==> src/pcmvp_regs.vh <==
// constants for the pcm voice port: rates, frame layout and format codes
// assumes a single core clock; no software-visible registers exist
//
// Overview of operation
// - each slot carries 8-bit a-law, 8-bit mu-law or 16-bit linear data
// - frame sync is generated at 8 khz, one frame start per period
// - bit clock is driven at 2048 khz, 256 bit periods per frame
// - short frame: sync lasts one bit period just before the first data bit
// - device sources sync and bit clock; the codec follows them
`ifndef PCMVP_REGS_VH
`define PCMVP_REGS_VH

`define PCMVP_CORE_CLK_HZ     20000000
`define PCMVP_BIT_CLK_HZ      2048000
`define PCMVP_SYNC_HZ         8000
`define PCMVP_BITS_PER_FRAME  (`PCMVP_BIT_CLK_HZ / `PCMVP_SYNC_HZ)
`define PCMVP_HALF_BIT_HZ     (2 * `PCMVP_BIT_CLK_HZ)

`define PCMVP_FMT_LINEAR      2'h0
`define PCMVP_FMT_ALAW        2'h1
`define PCMVP_FMT_MULAW       2'h2

`define PCMVP_SLOT_LEN_8      5'h08
`define PCMVP_SLOT_LEN_16     5'h10

`endif

==> src/pcmvp_port.v <==
// pcm voice port master: drives bit clock, short frame sync and data out,
// and samples data in from an external codec
// assumes pcm_din_i is asynchronous; user side is on core_clk_i
`timescale 1ns/1ps
`default_nettype none
`include "pcmvp_regs.vh"
module pcmvp_port #(
    parameter integer CLK_HZ         = `PCMVP_CORE_CLK_HZ,
    parameter integer BIT_CLK_HZ     = `PCMVP_BIT_CLK_HZ,
    parameter integer BITS_PER_FRAME = `PCMVP_BITS_PER_FRAME
) (
    input  wire        core_clk_i,
    input  wire        reset_i,
    input  wire        enable_i,
    input  wire [1:0]  format_i,
    input  wire [15:0] tx_sample_i,
    output reg         tx_taken_o,
    output reg  [15:0] rx_sample_o,
    output reg         rx_valid_o,
    output reg         pcm_clk_o,
    output reg         pcm_sync_o,
    output reg         pcm_dout_o,
    input  wire        pcm_din_i
);
    localparam integer LAST_BIT_INT = BITS_PER_FRAME - 1;
    localparam [7:0]   LAST_BIT     = LAST_BIT_INT[7:0];

    // 8-bit companded codes travel in the low byte of the sample words
    function [4:0] slot_len;
        input [1:0] fmt;
        begin
            if (fmt == `PCMVP_FMT_ALAW || fmt == `PCMVP_FMT_MULAW)
                slot_len = `PCMVP_SLOT_LEN_8;
            else
                slot_len = `PCMVP_SLOT_LEN_16;
        end
    endfunction

    wire        half_tick;
    reg         din_meta;
    reg         din_sync;
    reg  [7:0]  bit_cnt;
    reg  [1:0]  fmt;
    reg  [15:0] tx_shift;
    reg  [15:0] rx_shift;

    wire [7:0]  next_cnt  = (bit_cnt == LAST_BIT) ? 8'h00 : bit_cnt + 8'h01;
    wire [4:0]  cur_len   = slot_len(fmt);
    wire [4:0]  new_len   = slot_len(format_i);
    wire [15:0] tx_loaded = (new_len == `PCMVP_SLOT_LEN_8) ?
                            {tx_sample_i[7:0], 8'h00} : tx_sample_i;
    wire [15:0] rx_word   = {rx_shift[14:0], din_sync};

    pcmvp_rate_gen #(
        .CLK_HZ  (CLK_HZ),
        .TICK_HZ (2 * BIT_CLK_HZ)
    ) pcmvp_rate_gen_inst (
        .core_clk_i (core_clk_i),
        .reset_i    (reset_i),
        .run_i      (enable_i),
        .tick_o     (half_tick)
    );

    always @(posedge core_clk_i) begin
        din_meta <= pcm_din_i;
        din_sync <= din_meta;
    end

    always @(posedge core_clk_i) begin
        tx_taken_o <= 1'b0;
        rx_valid_o <= 1'b0;
        if (reset_i || !enable_i) begin
            // first rising edge after enable starts bit 0 of a frame
            bit_cnt     <= LAST_BIT;
            fmt         <= `PCMVP_FMT_LINEAR;
            tx_shift    <= 16'h0000;
            rx_shift    <= 16'h0000;
            rx_sample_o <= 16'h0000;
            pcm_clk_o   <= 1'b0;
            pcm_sync_o  <= 1'b0;
            pcm_dout_o  <= 1'b0;
        end else if (half_tick) begin
            pcm_clk_o <= ~pcm_clk_o;
            if (!pcm_clk_o) begin
                // rising edge: advance the bit and launch outgoing data
                bit_cnt    <= next_cnt;
                pcm_sync_o <= (next_cnt == LAST_BIT);
                if (next_cnt == 8'h00) begin
                    fmt        <= format_i;
                    tx_shift   <= tx_loaded;
                    pcm_dout_o <= tx_loaded[15];
                    tx_taken_o <= 1'b1;
                end else begin
                    tx_shift   <= {tx_shift[14:0], 1'b0};
                    pcm_dout_o <= ({3'h0, cur_len} > next_cnt) ? tx_shift[14] : 1'b0;
                end
            end else if ({3'h0, cur_len} > bit_cnt) begin
                // falling edge: sample incoming data, msb first
                rx_shift <= rx_word;
                if (bit_cnt == {3'h0, cur_len} - 8'h01) begin
                    rx_sample_o <= (cur_len == `PCMVP_SLOT_LEN_8) ?
                                   {8'h00, rx_word[7:0]} : rx_word;
                    rx_valid_o  <= 1'b1;
                end
            end
        end
    end
endmodule
`default_nettype wire

==> src/pcmvp_rate_gen.v <==
// fractional rate generator: one-cycle enable pulses at an average rate
// assumes core clock rate is above the requested pulse rate
`timescale 1ns/1ps
`default_nettype none
module pcmvp_rate_gen #(
    parameter integer CLK_HZ  = 20000000,
    parameter integer TICK_HZ = 4096000
) (
    input  wire        core_clk_i,
    input  wire        reset_i,
    input  wire        run_i,
    output reg         tick_o
);
    // the core clock is not an integer multiple of the bit clock, so the
    // period jitters by one core cycle while the average rate stays exact
    localparam [24:0] STEP = TICK_HZ[24:0];
    localparam [24:0] WRAP = CLK_HZ[24:0];

    reg  [24:0] acc;
    wire [24:0] next_acc = acc + STEP;

    always @(posedge core_clk_i) begin
        if (reset_i || !run_i) begin
            acc    <= 25'h0000000;
            tick_o <= 1'b0;
        end else if (next_acc >= WRAP) begin
            acc    <= next_acc - WRAP;
            tick_o <= 1'b1;
        end else begin
            acc    <= next_acc;
            tick_o <= 1'b0;
        end
    end
endmodule
`default_nettype wire

==> config.mk <==
export PLATFORM = sky130hd
export DESIGN_NAME = pcmvp_port
export DESIGN_NICKNAME = d
export VERILOG_FILES = /design/src/pcmvp_port.v /design/src/pcmvp_rate_gen.v
export VERILOG_INCLUDE_DIRS = /design/src
export SDC_FILE = /design/constraint.sdc
export NUM_CORES = 1
export LEC_CHECK = 0
export BUFFER_PORTS_ARGS = -buffer_cell sky130_fd_sc_hd__buf_2
export CORE_MARGIN = 8
export CORE_UTILIZATION = 53
export DETAILED_ROUTE_END_ITERATION = 7
export GPL_TIMING_DRIVEN = 0
export PLACE_DENSITY_LB_ADDON = 0.15
export SLEW_MARGIN = 20
export SYNTH_ARGS = -nofsm -noshare
export SYNTH_HDL_FRONTEND = slang
export SYNTH_HIERARCHICAL = 1
export SYNTH_SLANG_ARGS = --single-unit
==> constraint.sdc <==
create_clock -name core_clk_i -period 2.3 [get_ports core_clk_i]
set_input_delay 0.46 -clock core_clk_i [delete_from_list [all_inputs] [get_ports core_clk_i]]
set_output_delay 0.46 -clock core_clk_i [all_outputs]
set_load 0.02 [all_outputs]
-- Word level (Yosys, flattened, before mapping)
Cells that the tools add are included.
- bits in registers: 89
- word-level logic and storage cells: 56
- $add $sub $neg: 4
- magnitude comparators: 3
- eq/ne operators: 9
- muxes and demuxes: 12
- bitwise logic cells: 3
- reduce and logical (&&, ||, !) cells: 11
- operators by type and width (kind ; number):
    2-to-1 mux 16 bit ; 2
    adder 25 x 22 -> 25 bit (second input constant) ; 1
    greater-or-equal comparator 25 bit (second input constant) ; 1
    2-to-1 mux 25 bit ; 1
    subtractor 25 bit (second input constant) ; 1
    == test 8 bit (second input constant) ; 2
    greater-than comparator 5 x 8 -> 1 bit ; 2
    2-to-1 mux 15 bit ; 1
    == test 5 x 4 -> 1 bit (second input constant) ; 2
    2-to-1 mux 5 bit ; 2
    adder 8 x 1 -> 8 bit (second input constant) ; 1
    == test 8 bit ; 1
    logical NOT 8 bit ; 1
    2-to-1 mux 8 bit ; 1
    AND reduction 3 bit ; 2
    subtractor 5 x 1 -> 6 bit (second input constant) ; 1
    2-to-1 mux 1 bit ; 5
    == test 2 x 1 -> 1 bit (second input constant) ; 2
    == test 2 bit (second input constant) ; 2
    AND reduction 4 bit ; 1
    OR reduction 4 bit ; 1
    logical OR 1 bit ; 3
    NOT 1 bit ; 3
    OR reduction 3 bit ; 1
    2 further kinds ; 2

-- Depth between registers and ports, before layout
Gate-level depths: netlist of run 1.
- depth after elaboration: 6
- gate-level depth with buffers: 10
- depth with buffers taken out: 9

-- Modules after synthesis
Netlist of run 1, hierarchy kept.
- modules (own cells, without submodules) (module ; times used ; cells an instance ; area an instance (µm²) ; sequential area each (µm²)):
    pcmvp_port ; 1 ; 316 ; 2874.0 ; 1261.2
    pcmvp_rate_gen ; 1 ; 166 ; 1421.4 ; 360.3

-- Worst setup path after synthesis of run 1
No wires, ideal clock.
- path kind: reg-to-reg
- start point: register fmt[0]
- end point: register rx_sample_o[7]
- setup time: 0.132 ns
- arrival: 2.221 ns
- data required time: 2.168 ns
- slack: -0.053 ns
- stages on the path, launching flop included: 9
- path buffers: 2
- clock period less this slack: 2.353 ns
- cells stage by stage: dfxtp_1 > xnor2_1 > inv_1 > ha_1 > or4_1 > buf_2 > buf_6 > nand2_1 > a21oi_1
- word-level cells in the longest chain between the ends: 6
- ends and longest elaborated chain (item ; line ; RTL):
    start, declared ; pcmvp_port.v:43 ; reg [1:0] fmt;
    start signal, assigned ; pcmvp_port.v:75 ; fmt <= `PCMVP_FMT_LINEAR;
    start signal, assigned ; pcmvp_port.v:89 ; fmt <= format_i;
    == test 2 x 1 -> 1 bit (no source line) / == test 2 bit (equally long branches) ; -- ;
    logical OR 1 bit (no source line) * ; -- ;
    2-to-1 mux 5 bit * ; pcmvp_port.v:32 ; if (fmt == `PCMVP_FMT_ALAW || fmt == `PCMVP_FMT_MULAW)
    subtractor 5 x 1 -> 6 bit ; pcmvp_port.v:100 ; if (bit_cnt == {3'h0, cur_len} - 8'h01) begin
    == test 8 bit ; pcmvp_port.v:100 ;
    AND reduction 4 bit (no source line) * ; -- ;
    end signal, assigned ; pcmvp_port.v:101 ; rx_sample_o <= (cur_len == `PCMVP_SLOT_LEN_8) ?
    end, declared ; pcmvp_port.v:18 ; output reg [15:0] rx_sample_o,
Every way passes the cells marked *; elsewhere a longest branch is shown, timed or not.
A chain may end at the register's enable or synchronous reset.

-- Worst setup path in the final report of run 1
- start point: register pcmvp_rate_gen_inst.acc[15]
- end point: register pcmvp_rate_gen_inst.acc[18]
- word-level cells in the longest chain between the ends: 3
- ends and longest elaborated chain (item ; line ; RTL):
    start, declared ; pcmvp_rate_gen.v:19 ; reg [24:0] acc;
    start signal, assigned ; pcmvp_rate_gen.v:27 ; acc <= next_acc - WRAP;
    start signal, assigned ; pcmvp_rate_gen.v:30 ; acc <= next_acc;
    adder 25 x 22 -> 25 bit * ; pcmvp_rate_gen.v:20 ; wire [24:0] next_acc = acc + STEP;
    subtractor 25 bit / greater-or-equal comparator 25 bit (equally long branches) ; pcmvp_rate_gen.v:27, pcmvp_rate_gen.v:26 ;
    2-to-1 mux 25 bit * ; pcmvp_rate_gen.v:26 ; end else if (next_acc >= WRAP) begin
Marks and branches as above.

==> qor.csv, run 1 <==
metric,value,unit
status,completed,
GRT overflow,0,
Peak VDD IR,309,uV
Rel. slew slack,0.512,
Critical Path AT,2570,ps
Setup WS post-layout,5.96,ps
critical path capture point type,flip-flop,
hpwl dp,7.04,mm
CP max-delay cell,dfxtp_4,
GPL Wtd Cong,0.886,
Num CTS Buffers,9,
Clock Sinks,81,
Tot GR Track Use,0.176,
crit-path cells,inv_4 -> ha_4 -> or3_1 -> o22a_2 -> nor4_4 -> a211o_4 -> clkbuf_16 -> a21oi_2 -> mux2i_1,
hold wc startpoint,pcm_din_i,
1st-iter DRT viols,193,
P_int,2170,uW
clock root cell,clkbuf_8,
Syn-to-layout area delta,19.7,%
DRT Wirelength,10.1,mm
switching share of power,0.260,
"area leader, netlist",dfxtp_1,
commonest register cell after synthesis,dfxtp_1,
Final Hold Fails,0,
crit-path max cell delay,420,ps
PwrDens,571,nW/um2
largest cells by area after synthesis,"dfxtp_1, mux2i_1, nand2_1",
Total Nets Final,582,
Mapped Cells,482,
core area,8050,um2
register area share after synthesis,0.378,
"commonest non-fill, non-tap cells in the layout","dfxtp_1, nand2_1, buf_2",
vias per inst,5.52,
largest net degree at the start of global routing,17,
share of layout cells above drive strength 1,0.257,
HP Class,primary input to flip-flop,
Setup crit start,pcmvp_rate_gen_inst/acc[15],
P_sw,762,uW
global-route wire length before repair,16.6,mm
row count,33,
port buffer count,42,
utilization after layout,0.639,
Clock Latency Late Sink,350,ps
die footprint,11200,um2
Clock transition at path regs,90,ps
vias,3630,
number of distinct library cells after synthesis,66,
LEAKAGE,0.00207,uW
crit path launch type,flip-flop,
pre-CTS setup slack,-176,ps
syn nets,516,
Starting Density,0.533,
Synth top area share,0.378,
Residual DRC,0,
Detailed Routing Iterations Pass 1,4,
critical path class,flip-flop to flip-flop,
"EDFF count, synth",0,
average footprint of a synthesized cell,8.91,um2
Synth Register Bits,81,
clock skew,11.2,ps
"Max FO, Critical Path",7,
CTS tree,built,
"Cell Area, Synth",4300,um2
logic gate share of total power,0.096,
RSZ-0062 raised after global routing,true,
Max Slew Vio Count,0,
ys async rst share,0,
H-tree Lvls,3,
Clock Power Share,0.414,
transition time of the tightest slew-check pin,727,ps
Seq pwr share,0.489,
vias in the first global route,3508,
cts hold-fix bufs,0,
Max clock buf depth,2,
yosys warns,6,
chip height,106,um
min Tclk post-route,2290,ps
Avg WL per Cell,15.4,um
Worst Path Required,2570,ps
Max Fclk,436,MHz
# diodes,0,
die width,106,um
R2R Path Start,pcmvp_rate_gen_inst/acc[15],
"most common cell after layout, fill and taps aside",dfxtp_1,
post-route ant nets,0,
crit share post-route,0.997,
final setup violation count,0,
# IOs,43,
initial antenna violation count,0,
number of max-cap violations,0,
-- power groups by stage --
stage	registers (uW)	clock network, uW	logic [uW]
after floorplan	1460	0	190
after global placement	1470	0	250
after detailed placement	1470	0	255
after CTS	1430	1240	256
after global routing	1440	1300	313
final	1440	1220	283
-- cell type report --
class | instances | area [um2]
fillers | 706 | 2910
multi-input cells | 362 | 2600
flip-flops and latches | 81 | 1630
repair buffers | 55 | 329
plain buffers | 28 | 176
well taps | 105 | 131
clock buffers | 9 | 124
clock inverters | 7 | 106
inverters | 11 | 43.8
-- through the flow --
step / cells / total power, uW / setup TNS [ps] / instance area [um2] / hold WS [ps]
after global placement: 629 / 1710 / -3830 / 4640 / 310
after CTS: 647 / 2930 / 0 / 4920 / 202
after global routing: 658 / 3050 / -327 / 5140 / 183
after floorplan: 482 / 1650 / 0 / 4300 / 310
final: 658 / 2930 / 0 / 5140 / 213
after detailed placement: 629 / 1720 / -3750 / 4640 / 315
-- cell families (layout without fill, tap and decap cells) --
kind of cell / after synthesis / count (layout) / share of synthesized area
AO/OA/AOI/OAI: 117 / 117 / 0.184
flip-flops: 81 / 81 / 0.378
buffers and inverters: 39 / 110 / 0.0489
AND/OR/NAND/NOR: 174 / 174 / 0.217
XOR/XNOR: 13 / 13 / 0.0283
adder cells (fa/ha/maj): 12 / 12 / 0.0350
multiplexers: 46 / 46 / 0.109
-- Yosys cell counts, types with 5 or more instances --
library cell,count
buf_2,6
ha_1,12
o211ai_1,5
nor2_1,29
o21ai_0,25
nand3_1,14
nand2b_1,10
xnor2_1,8
nand4_1,6
a21oi_1,41
a31oi_1,9
nor2b_1,7
or2_2,5
and3_1,9
clkbuf_1,14
mux2i_1,39
nand2_1,66
a21oi_2,8
buf_6,5
dfxtp_1,81
mux2_2,7
inv_1,11
-- worst max-delay path, delay by kind of cell, from the launching register on --
kind	cells	cell delay, ps
AOI/OAI and AO/OA	3	590
adders and majority gates	1	150
buffers and inverters	2	220
DFF	1	420
muxes	1	180
and+or+nand+nor	2	650
-- path summary, 6_finish.rpt --
path                                               endpoint  slack (ps)  depth (start not counted)
worst max-delay path            pcmvp_rate_gen_inst/acc[18]           6                          9
worst min-delay path                               din_meta         210                          1
worst max register to register  pcmvp_rate_gen_inst/acc[18]           6                          9
worst min register to register                     din_sync         330                          0
-- state kept, by name, indices dropped and copies added (netlist names), 2 cells and up --
signal and flops:
bit_cnt 8, fmt 2, pcmvp_rate_gen_inst/acc 17, rx_sample_o 16, rx_shift 15, tx_shift 15
-- repair_timing --
action                     in CTS  in global routing
buffers inserted                2                 10
cloned                          0                  1
resized for setup               9                 26
setup endpoints to repair      45                 34
pin swaps                       3                 10
-- routing by layer --
metal,track usage,part of all wire,vias to the layer above
met4,0.0533,0.0092,0
met5,0,0,-
met3,0.0466,0.043,8
li1,-,-,1853
met2,0.293,0.49,72
met1,0.217,0.46,1697
(Power assumes the default switching activity.)
==> run 2: changes to the inputs <==
--- a/config.mk
+++ b/config.mk
@@ -6,9 +6,10 @@
 export SDC_FILE = /design/constraint.sdc
 export NUM_CORES = 1
 export LEC_CHECK = 0
+export ABC_AREA = 1
 export BUFFER_PORTS_ARGS = -buffer_cell sky130_fd_sc_hd__buf_2
 export CORE_MARGIN = 8
-export CORE_UTILIZATION = 53
+export CORE_UTILIZATION = 54
 export DETAILED_ROUTE_END_ITERATION = 7
 export GPL_TIMING_DRIVEN = 0
 export PLACE_DENSITY_LB_ADDON = 0.15
==> run 2 against run 1 <==
Via count is 16% higher. Largest cell class unchanged. Total power is 3.2% lower. Worst hold slack worse by 20 ps. Non-clock buffer count is 17 lower. Register-to-register slack better by 150 ps. Setup slack better by 150 ps. Synthesized cell count is 33% higher. Core utilization is 2.0 points lower. Cell count is 23% higher. Wire length is 3.7% higher. Clock power is 9% lower. Combinational power is 8.1% higher. Critical path type unchanged.
==> qor.csv, run 2 <==
metric,value,unit,change
transition time of the tightest slew-check pin,598,ps,was 727 ps
number of max-cap violations,0,,unchanged
# diodes,0,,unchanged
average footprint of a synthesized cell,6.80,um2,was 8.91 um2
max reg flops,17,,unchanged
global-route wire length before repair,17.9,mm,was 16.6 mm
Avg WL per Cell,13.0,um,was 15.4 um
GPL Wtd Cong,0.872,,was 0.886
CTS tree,built,,unchanged
"most common cell after layout, fill and taps aside",nand2_1,,was dfxtp_1
"Cell Area, Synth",4380,um2,was 4300 um2
Clock Latency Late Sink,360,ps,was 350 ps
critical path class,flip-flop to flip-flop,,unchanged
Multi-input gate area,2310,um2,was 2600 um2
Num CTS Buffers,9,,unchanged
die footprint,11200,um2,about the same
vias per inst,5.20,,was 5.52
Worst R2R Path Depth,9,,unchanged
Worst Path Required,2590,ps,was 2570 ps
row count,33,,unchanged
1st-iter DRT viols,153,,was 193
initial antenna violation count,0,,unchanged
most numerous cell in the Yosys netlist,nand2_1,,was dfxtp_1
Rel. slew slack,0.601,,was 0.512
register-to-register setup slack,160,ps,was 6 ps
min Tclk post-route,2140,ps,was 2290 ps
crit path launch type,flip-flop,,unchanged
ys async rst share,0,,unchanged
Clock transition at path regs,90,ps,about the same
hold wc startpoint,pcm_din_i,,unchanged
Tot GR Track Use,0.191,,was 0.176
GRT overflow,0,,unchanged
Detailed Routing Iterations Pass 1,5,,was 4
syn nets,677,,was 516
number of distinct library cells after synthesis,35,,was 66
cell depth of the worst hold path,1,,unchanged
Max Fclk,467,MHz,was 436 MHz
crit share post-route,0.931,,was 0.997
LEAKAGE,0.00226,uW,was 0.00207 uW
register area share after synthesis,0.371,,was 0.378
R2R Path Start,bit_cnt[0],,was pcmvp_rate_gen_inst/acc[15]
largest cells by area after synthesis,"dfxtp_1, nand2_1, nand3_1",,"was dfxtp_1, mux2i_1, nand2_1"
status,completed,,unchanged
port buffer count,42,,unchanged
commonest register cell after synthesis,dfxtp_1,,unchanged
biggest regs,"pcmvp_rate_gen_inst/acc x17, rx_sample_o x16",,unchanged
P_int,2040,uW,was 2170 uW
Top reg by flops,pcmvp_rate_gen_inst/acc,,unchanged
P_sw,794,uW,was 762 uW
register area,1630,um2,about the same
"Max FO, Critical Path",6,,was 7
# IOs,43,,unchanged
Peak VDD IR,446,uV,was 309 uV
commonest cells in the netlist,"nand2_1, inv_1, dfxtp_1",,"was dfxtp_1, nand2_1, a21oi_1"
PwrDens,569,nW/um2,was 571 nW/um2
r2r endpoint,pcm_dout_o,,was pcmvp_rate_gen_inst/acc[18]
Residual DRC,0,,unchanged
DRT Wirelength,10.5,mm,was 10.1 mm
vias in the first global route,4075,,"was 3,508"
critical path capture point type,flip-flop,,unchanged
Clock Power Share,0.391,,was 0.414
Mapped Cells,643,,was 482
"commonest non-fill, non-tap cells in the layout","nand2_1, inv_1, dfxtp_1",,"was dfxtp_1, nand2_1, buf_2"
final setup violation count,0,,unchanged
Total Nets Final,731,,was 582
clock skew,10.9,ps,was 11.2 ps
yosys warns,6,,unchanged
hpwl dp,7.80,mm,was 7.04 mm
Clock Sinks,81,,unchanged
Max clock buf depth,2,,unchanged
placed cells,790,,was 629
final non-filler cell total,807,,was 658
die width,106,um,about the same
Critical Path AT,2430,ps,was 2570 ps
Setup WS post-layout,159,ps,was 5.96 ps
post-route ant nets,0,,unchanged
Max Slew Vio Count,0,,unchanged
Synth Register Bits,81,,unchanged
Synth top area share,0.371,,was 0.378
core area,8050,um2,unchanged
"area leader, netlist",dfxtp_1,,unchanged
vias,4195,,"was 3,630"
chip height,106,um,about the same
switching share of power,0.280,,was 0.260
HP Class,primary input to flip-flop,,unchanged
hold-critical path endpoint,din_meta,,unchanged
Syn-to-layout area delta,13.9,%,was 19.7%
share of layout cells above drive strength 1,0.158,,was 0.257
Starting Density,0.543,,was 0.533
pre-CTS setup slack,-464,ps,was -176 ps
"EDFF count, synth",0,,unchanged
clock root cell,clkbuf_8,,unchanged
Seq pwr share,0.502,,was 0.489
Fillers,774,,was 706
logic gate share of total power,0.108,,was 0.096
Final Hold Fails,0,,unchanged
largest net degree at the start of global routing,17,,unchanged
H-tree Lvls,3,,unchanged
[run 2: cell types whose count changed after synthesis, moves of 6 or more]
cell      delta
nand2_1     +85
inv_1       +81
nand3_1     +60
mux2i_1     -38
a21oi_1     +30
nand2b_1    -10
o21ai_0     +10
a31oi_1      -9
and3_1       -9
nor2_1       +8
mux2_2       -7
nor2b_1      -7
nand2_2      +6
xnor2_1      -6
[run 2: per-layer routing]
metal | wire length (um) | share of wire | vias to the layer above | track usage
li1 | - | - | 2172 | -
met5 | 0 | 0 | - | 0
met3 | 440 | 0.042 | 14 | 0.0423
met2 | 5140 | 0.49 | 77 | 0.331
met4 | 140 | 0.013 | 0 | 0.0663
met1 | 4800 | 0.46 | 1932 | 0.227
[run 2: worst max-delay path by stage]
stage                                  to  cells past startpoint        from  slack, ps
after detailed placement  rx_sample_o[12]                      7      fmt[0]       -460
after global routing         tx_shift[14]                     11  bit_cnt[0]         -4
final                          pcm_dout_o                      9  bit_cnt[0]        160
after CTS                  rx_sample_o[9]                     10      fmt[1]         60
after global placement    rx_sample_o[12]                      7      fmt[0]       -490
after floorplan            rx_sample_o[9]                     10      fmt[0]         90
[run 2: metrics by stage]
step	area [um2]	power (uW)	util	hold WS, ps	setup TNS [ps]
after floorplan	4380	1680	-	310	0
after CTS	4960	2860	0.616	183	0
after detailed placement	4720	1760	0.586	316	-9860
after global routing	4980	2970	0.619	172	-3.71
final	4980	2840	0.619	193	0
after global placement	4720	1750	0.586	313	-9650
[run 2: layout make-up]
type | count | share of cell area
inverters | 98 | 0.0738
flip-flops and latches | 81 | 0.326
well taps | 105 | 0.0264
clock inverters | 7 | 0.0173
multi-input cells | 441 | 0.463
clock buffers | 9 | 0.0249
plain buffers | 23 | 0.0246
repair buffers | 43 | 0.0437
[run 2: critical path, stage by stage, from the launching register on]
cell and delay, ps:
dfxtp_1 390, ha_1 230, nand2_2 140, o21ai_0 420
ha_1 330, nand3_1 90, nand3_1 80, a21oi_1 160
nand2_1 60, a21oi_1 150
[run 2: timing repair]
action                     in CTS  in global routing
hold buffers                    0                  0
buffers inserted                1                  0
resized for setup               7                  9
setup endpoints to repair      32                 21
pin swaps                       1                  0
[run 2: logic make-up (layout without fill, tap and decap cells)]
| family | Yosys count | in the layout | share of synthesized area |
|---|---|---|---|
| AO/OA/AOI/OAI | 117 | 117 | 0.141 |
| XOR/XNOR | 11 | 11 | 0.0220 |
| adder cells (fa/ha/maj) | 12 | 12 | 0.0343 |
| buffers and inverters | 121 | 180 | 0.110 |
| flip-flops | 81 | 81 | 0.371 |
| multiplexers | 1 | 1 | 0.00229 |
| AND/OR/NAND/NOR | 300 | 300 | 0.320 |
[run 2: power groups by stage]
stage / registers [uW] / clock network, uW / logic [uW]
global route: 1430 / 1200 / 348
detailed placement: 1460 / 0 / 304
floorplan: 1450 / 0 / 228
global placement: 1460 / 0 / 296
CTS: 1420 / 1130 / 306
finish: 1420 / 1110 / 306
